--- config.mk ---
export PLATFORM = sky130hd
export DESIGN_NAME = dsthr_regs
export DESIGN_NICKNAME = d
export VERILOG_FILES = /design/src/rtl/dsthr_pkg.sv /design/src/rtl/dsthr_decode.sv /design/src/rtl/dsthr_regs.sv
export SDC_FILE = /design/constraint.sdc
export NUM_CORES = 1
export LEC_CHECK = 0
export ABC_AREA = 1
export BUFFER_PORTS_ARGS = -buffer_cell sky130_fd_sc_hd__buf_2
export CORE_ASPECT_RATIO = 0.5
export CORE_MARGIN = 2
export CORE_UTILIZATION = 54
export CTS_CLUSTER_DIAMETER = 60
export DETAILED_ROUTE_END_ITERATION = 8
export GPL_TIMING_DRIVEN = 1
export PLACE_DENSITY = 0.88
export SYNTH_ARGS = -nofsm -noshare
export SYNTH_HDL_FRONTEND = slang
export SYNTH_SLANG_ARGS = --single-unit
export TNS_END_PERCENT = 1
--- constraint.sdc ---
create_clock -name core_clk -period 2.8 [get_ports core_clk]
set_input_delay 0.28 -clock core_clk [delete_from_list [all_inputs] [get_ports core_clk]]
set_output_delay 0.28 -clock core_clk [all_outputs]
set_load 0.03 [all_outputs]
--- src/rtl/dsthr_pkg.sv ---
// package: register map, field layout and threshold decode for dsthr block
package dsthr_pkg;
    localparam int DSTHR_AW = 5;
    localparam int DSTHR_DW = 8;
    localparam logic [DSTHR_AW-1:0] DSTHR_ADDR_PHASE_A = 5'h09;
    localparam logic [DSTHR_AW-1:0] DSTHR_ADDR_PHASE_B = 5'h0A;
    localparam logic [DSTHR_DW-1:0] DSTHR_RESET_VAL = 8'h99;
    localparam logic [3:0] DSTHR_FIELD_RESET = 4'h9;
    localparam logic [DSTHR_DW-1:0] DSTHR_UNMAPPED_READ = 8'h00;
    localparam int DSTHR_CODES = 16;
    localparam int DSTHR_MV_W = 11;

    // threshold in millivolts for each 4-bit code
    localparam logic [DSTHR_MV_W-1:0] DSTHR_MV_TABLE [DSTHR_CODES] = '{
        11'h03C, 11'h082, 11'h0C8, 11'h104, 11'h136, 11'h1C2, 11'h212,
        11'h258, 11'h2A8, 11'h2EE, 11'h3AC, 11'h46A, 11'h514, 11'h5DC,
        11'h6A4, 11'h758};

    // one register: low-side field in bits 7-4, high-side in bits 3-0
    typedef struct packed {
        logic [3:0] low_side;
        logic [3:0] high_side;
    } dsthr_reg_s;

    typedef struct packed {
        logic wr_en;
        logic rd_en;
        logic [DSTHR_AW-1:0] addr;
        logic [DSTHR_DW-1:0] wdata;
    } dsthr_req_s;

    typedef struct packed {
        logic [DSTHR_MV_W-1:0] low_side_mv;
        logic [DSTHR_MV_W-1:0] high_side_mv;
    } dsthr_mv_s;
endpackage : dsthr_pkg

--- src/rtl/dsthr_decode.sv ---
// decoder: one threshold register into two millivolt levels
`timescale 1ns/1ps
module dsthr_decode import dsthr_pkg::*; (
    // clock and reset
    input wire logic core_clk,
    input wire logic rst,
    // register value in, decoded levels out
    input dsthr_reg_s cfg,
    output dsthr_mv_s mv
);
    always_ff @(posedge core_clk or posedge rst) begin
        if (rst) begin
            mv.low_side_mv <= DSTHR_MV_TABLE[DSTHR_FIELD_RESET];
            mv.high_side_mv <= DSTHR_MV_TABLE[DSTHR_FIELD_RESET];
        end else begin
            mv.low_side_mv <= DSTHR_MV_TABLE[cfg.low_side];
            mv.high_side_mv <= DSTHR_MV_TABLE[cfg.high_side];
        end
    end
endmodule : dsthr_decode

--- src/rtl/dsthr_regs.sv ---
// drain-source overcurrent threshold registers for phases a and b
// Functional notes
// - phase a register sits at address 0x09 and resets to 0x99.
// - phase a bits 7-4: writable low-side threshold, default 1001b.
// - phase a bits 3-0: writable high-side threshold, default 1001b.
// - phase b register sits at address 0x0A and resets to 0x99.
// - phase b bits 7-4: writable low-side threshold, default 1001b.
// - phase b bits 3-0: writable high-side threshold, default 1001b.
// - each 4-bit code selects 0.06 V up to 1.88 V in ascending steps.
`timescale 1ns/1ps
module dsthr_regs import dsthr_pkg::*; (
    // clock and reset
    input wire logic core_clk,
    input wire logic rst,
    // register access from the serial configuration front end
    input dsthr_req_s req,
    output logic [DSTHR_DW-1:0] rdata,
    output logic rvalid,
    // field values to the monitors
    output logic [3:0] low_side_a_threshold,
    output logic [3:0] high_side_a_threshold,
    output logic [3:0] low_side_b_threshold,
    output logic [3:0] high_side_b_threshold,
    // decoded levels in millivolts
    output dsthr_mv_s phase_a_mv,
    output dsthr_mv_s phase_b_mv
);
    dsthr_reg_s phase_a_overcurrent_threshold;
    dsthr_reg_s phase_b_overcurrent_threshold;
    logic hit_a;
    logic hit_b;
    dsthr_reg_s wr_fields;

    // write data split into fields, only for the checks below
    assign wr_fields = req.wdata;
    assign hit_a = (req.addr == DSTHR_ADDR_PHASE_A);
    assign hit_b = (req.addr == DSTHR_ADDR_PHASE_B);

    always_ff @(posedge core_clk or posedge rst) begin
        if (rst) begin
            phase_a_overcurrent_threshold <= DSTHR_RESET_VAL;
        end else if (req.wr_en && hit_a) begin
            phase_a_overcurrent_threshold <= req.wdata;
        end
    end

    always_ff @(posedge core_clk or posedge rst) begin
        if (rst) begin
            phase_b_overcurrent_threshold <= DSTHR_RESET_VAL;
        end else if (req.wr_en && hit_b) begin
            phase_b_overcurrent_threshold <= req.wdata;
        end
    end

    // read data registered one cycle after the request
    always_ff @(posedge core_clk or posedge rst) begin
        if (rst) begin
            rdata <= DSTHR_UNMAPPED_READ;
            rvalid <= 1'b0;
        end else begin
            rvalid <= req.rd_en;
            if (!req.rd_en) begin
                rdata <= rdata;
            end else if (hit_a) begin
                rdata <= phase_a_overcurrent_threshold;
            end else if (hit_b) begin
                rdata <= phase_b_overcurrent_threshold;
            end else begin
                rdata <= DSTHR_UNMAPPED_READ;
            end
        end
    end

    always_ff @(posedge core_clk or posedge rst) begin
        if (rst) begin
            low_side_a_threshold <= DSTHR_FIELD_RESET;
            high_side_a_threshold <= DSTHR_FIELD_RESET;
            low_side_b_threshold <= DSTHR_FIELD_RESET;
            high_side_b_threshold <= DSTHR_FIELD_RESET;
        end else begin
            low_side_a_threshold <= phase_a_overcurrent_threshold.low_side;
            high_side_a_threshold <= phase_a_overcurrent_threshold.high_side;
            low_side_b_threshold <= phase_b_overcurrent_threshold.low_side;
            high_side_b_threshold <= phase_b_overcurrent_threshold.high_side;
        end
    end

    dsthr_decode u_dec_a (
        .core_clk(core_clk),
        .rst(rst),
        .cfg(phase_a_overcurrent_threshold),
        .mv(phase_a_mv)
    );

    dsthr_decode u_dec_b (
        .core_clk(core_clk),
        .rst(rst),
        .cfg(phase_b_overcurrent_threshold),
        .mv(phase_b_mv)
    );
endmodule : dsthr_regs

== Yosys cells after proc, flatten, opt, wreduce, memory -nomap -nowiden ==
Memory sizes are Yosys's and may differ from the RTL's. A register that Yosys moved wholly into a read port is not among the register bits.
Index checks and enable logic that the tools add are counted.
Cells by class
  add/subtract/negate cells: 0
  $mul: 0
  div/mod/pow operators: 0
  $lt $le $gt $ge: 0
  eq/ne operators: 2
  shifts and indexed selects: 0
  multiplexer cells: 2
  bitwise logic cells: 4
  reduce and logical (&&, ||, !) cells: 2
Operators by type and width (count)
  $not 4->5: 4
  $mux 8: 2
  $eq 5x4->1 const B: 2
  $logic_and 1x1->1: 2
Storage, ports and cells
  register bits after elaboration: 41
  latch bits: 0
  RAM bits: 0
  bits in read-only memories: 704
  input port bits: 17
  output and inout port bits: 69
  word-level logic and storage cells: 24
  memories kept: 4
Memory list
  (name not given): words 16, bits a word 11, rd ports 1, clocked after memory_dff 1, wr ports 0, line dsthr_decode.sv:16  | mv.low_side_mv <= DSTHR_MV_TABLE[cfg.low_side];
  (name not given): words 16, bits a word 11, rd ports 1, clocked after memory_dff 1, wr ports 0, line dsthr_decode.sv:17  | mv.high_side_mv <= DSTHR_MV_TABLE[cfg.high_side];
  (name not given): words 16, bits a word 11, rd ports 1, clocked after memory_dff 1, wr ports 0, line dsthr_decode.sv:16
  (name not given): words 16, bits a word 11, rd ports 1, clocked after memory_dff 1, wr ports 0, line dsthr_decode.sv:17

== Longest topological paths before layout ==
  depth in word-level cells: 3
  mapped depth: 7
  gate-level depth less buffers: 7

== Hierarchy ==
Synthesis repeated with hierarchy kept, for this count alone.
Unflattened totals
  cells, all modules: 436
  area, all modules: 3940.0 sq um
Modules (own cells, without submodules)
  dsthr_regs: times used 1, cells each 144, area each 1615.3 sq um
  dsthr_decode (u_dec_a): times used 1, cells each 149, area each 1179.9 sq um
  dsthr_decode (u_dec_b): times used 1, cells each 143, area each 1144.8 sq um

== Worst setup path after synthesis ==
No wires, ideal clock.
  path kind: reg-to-reg
  from: register phase_a_overcurrent_threshold[0] (netlist bit)
  to: register, netlist name u_dec_a.mv[2]
  data arrival time: 1.329 ns
  required time: 2.719 ns
  path slack: 1.389 ns
  cell stages (with the launch flop): 6
  path buffers: 0
  cell sequence: dfstp_2 > inv_1 > ha_1 > a21oi_1 > o21ai_1 > o211ai_1
Between the ends
  longest elaborated chain between the ends: 1
RTL lines
  start: declaration: line dsthr_regs.sv:28  | dsthr_reg_s phase_a_overcurrent_threshold;
  start signal: assignment: line dsthr_regs.sv:43  | phase_a_overcurrent_threshold <= req.wdata;
  $not 4->5 (implied by the code): line dsthr_decode.sv:17
Every way passes these cells.
A chain may end at the register's enable or synchronous reset.

== Worst setup path in the final report ==
  from: register phase_a_overcurrent_threshold[0] (netlist bit)
  to: register, netlist name u_dec_a.mv[2]
Between the ends
  longest elaborated chain between the ends: 1
RTL lines (line)
  $not 4->5 (implied by the code): dsthr_decode.sv:17
Every way passes these cells.

==> results.json <==
{
  "crit_family": "flip-flops",
  "yosysUniqueCellTypes": 27,
  "grt_pass1_wl_mm": 12.6,
  "drc": 0,
  "fill_cells": 509,
  "synth_area_per_cell_sq_um": 10.1,
  "diodes": 0,
  "clock-sinks": 81,
  "setup_viol": 0,
  "slowest_delay_ns": 0.61,
  "clockRootBuffer": "clkbuf_16",
  "clockBufferDepth": 2,
  "arrival_ns": 1.86,
  "cts_resized": 0,
  "startpoint_type": "register",
  "critPathMaxFanout": 9,
  "skew_ns": 0.00786,
  "ant_nets": 0,
  "start_util_pct": 56.0,
  "htreeDepth": 3,
  "max_freq_mhz": 624,
  "power.density_nw_per_um2": 981,
  "synth_cells": 372,
  "post-cts-setup-buffers": 0,
  "synthesis.area_sq_um": 3750,
  "path_cells": "inv_1, ha_1, a21oi_1, o21ai_1, o211ai_1",
  "power_mw": 4.46,
  "yosys_warnings": 0,
  "finalWeightedCongestion": 0.903,
  "globalRouteOverflowTotal": 0,
  "worstSetupPathType": "register to register",
  "rsz0062_at_grt": "false",
  "die_x_microns": 122,
  "path_buf_inv": 1,
  "antenna_found_initial": 0,
  "wl_per_cell_microns": 13.8,
  "cts_tree": "done",
  "clk_pin_slew_ns": 0.06,
  "drive_gt1_share_pct": 38.1,
  "setup_ws_ns": 1.20,
  "clkLatencyLatePin_ns": 0.34,
  "grt_start_max_net_pins": 82,
  "die_h_microns": 62.9,
  "cp_slowest_cell": "dfstp_2",
  "first_iter_violations": 216,
  "route.vias.total": 2815,
  "place_hpwl_mm": 5.13,
  "finalCriticalPeriod_ns": 1.60,
  "maxSlewViolCount": 0,
  "status": "finished clean",
  "required_ns": 3.06,
  "postCtsHoldBufs": 0,
  "io-pin-count": 86,
  "detail_route.wirelength_mm": 7.55,
  "cts_buffers": 9,
  "setup_tns_ns": 0,
  "cap_violations": 0,
  "hold_class": "input port to asynchronous set/reset pin",
  "ys_seq_elements": 81,
  "firstDrtPassIters": 4,
  "setup.worst_path.end_class": "register",
  "hold_viol": 0,
  "die_area_sq_um": 7670,
  "finalCritPeriodShare_pct": 57.2,
  "power_leakage_nw": 2.30,
  "syn_to_final_growth_pct": 21.3,
  "post-place-ws_ns": 1.24,
  "row_count": 21,
  "portBuffers": 81,
  "track_usage_pct": 21.8,
  "final_nets": 496,
  "coreArea_sq_um": 6700,
  "viasPerCell": 5.13,
  "seq_area_frac_synth_pct": 55.5,
  "ir_drop_v": 0.000396,
  "grt_pass1_vias": 2705
}
==> state kept, by name (all words and copies together), names as in the netlist <==
name,cells
high_side_a_threshold,4
rvalid,1
phase_b_overcurrent_threshold,8
low_side_b_threshold,4
u_dec_a.mv,20
rdata,8
high_side_b_threshold,4
low_side_a_threshold,4
phase_a_overcurrent_threshold,8
u_dec_b.mv,20
==> cells by family after synthesis <==
group,Yosys count,share of synthesized area [%]
buffers and inverters,47,5.97
DFF,81,55.5
AOI/OAI and AO/OA,69,12.0
other,1,0.100
and+or+nand+nor,147,17.4
adders and majority gates,27,9.01
==> power by group <==
group	total [mW]	leakage, nW	switching [mW]	internal [mW]
clock network	1.36	0.169	0.462	0.897
logic	1.32	1.19	0.930	0.387
registers	1.79	0.943	0.209	1.58
==> final timing paths <==
path / start / end / slack, ns / cells after the start
worst max register to register: phase_a_overcurrent_threshold[0]$_DFFE_PP1P_ / u_dec_a.mv[2]$_DFF_PP1_ / 1.20 / 5
min in group core_clk: req[13] / rvalid$_DFF_PP0_ / 0.16 / 1
worst min register to register: phase_a_overcurrent_threshold[0]$_DFFE_PP1P_ / high_side_a_threshold[0]$_DFF_PP1_ / 0.43 / 0
worst min-delay path: rst / low_side_b_threshold[1]$_DFF_PP0_ / 0.01 / 3
worst max-delay path: phase_a_overcurrent_threshold[0]$_DFFE_PP1P_ / u_dec_a.mv[2]$_DFF_PP1_ / 1.20 / 5
max in group asynchronous: rst / low_side_a_threshold[0]$_DFF_PP1_ / 2.43 / 3
==> cells in the final DEF, fill, tap and decap left out, drive strengths merged <==
cell type / synthesis / routed
buf: 15 / 82
o21ai: 44 / 44
ha: 27 / 27
a21oi: 9 / 9
clkinvlp: 0 / 1
o211ai: 5 / 5
o221ai: 1 / 1
inv: 31 / 30
nand2: 98 / 98
dfrtp: 37 / 37
conb: 1 / 4
o31ai: 1 / 1
a32oi: 1 / 1
nand3: 26 / 26
or2: 2 / 2
clkbuf: 1 / 10
clkinv: 0 / 3
a22oi: 6 / 6
o22a: 2 / 2
nor2: 21 / 21
bufinv: 0 / 3
dfstp: 44 / 44
==> Yosys cell counts <==
library cell,instances,area [sq um]
o211ai_1,5,37.5
a22oi_1,6,45.0
buf_2,8,40.0
nand3_4,2,35.0
o21ai_1,14,70.1
inv_1,27,101
nand3_1,24,120
buf_4,4,30.0
a32oi_1,1,8.76
clkbuf_1,1,3.75
or2_1,2,12.5
o221ai_1,1,8.76
conb_1,1,3.75
dfstp_2,44,1160
dfrtp_1,37,926
o21ai_2,16,140
ha_1,27,338
nand2_2,6,37.5
nand2_1,92,345
o21ai_0,14,70.1
a21oi_1,9,45.0
inv_2,4,15.0
o31ai_1,1,7.51
nor2_1,18,67.6
buf_6,3,33.8
nor2_4,3,33.8
o22a_1,2,17.5
==> metrics by stage <==
stage	util [%]	instances	instance area (sq um)	hold slack (ns)
after floorplan	-	375	3760	0.311
after global placement	62.6	533	4200	0.390
after detailed placement	62.6	533	4200	0.394
after CTS	67.9	549	4550	0.0369
after global routing	67.9	549	4550	0.0472
final	67.9	549	4550	0.0122
==> layout make-up <==
| cell class | count | area, sq um | area share (%) |
|---|---|---|---|
| well taps | 92 | 115 | 2.53 |
| inverters | 31 | 118 | 2.59 |
| flip-flops and latches | 81 | 2080 | 45.8 |
| clock buffers | 10 | 239 | 5.25 |
| multi-input cells | 247 | 1460 | 32.0 |
| clock inverters | 6 | 115 | 2.53 |
| repair buffers | 82 | 425 | 9.35 |
==> tightest hold or removal path, delay by kind of cell <==
kind | cells | cell delay [ns]
buffers and inverters | 3 | 0.48
==> layer usage <==
layer / GRT usage [%] / wire length [microns] / vias to the layer above
li1: - / - / 1364
met1: 28.5 / 3380 / 1355
met2: 33.8 / 3590 / 80
met3: 7.66 / 452 / 16
met4: 7.90 / 132 / 0
met5: 0 / 0 / -
No activity file was read; power rests on OpenSTA's default activity.
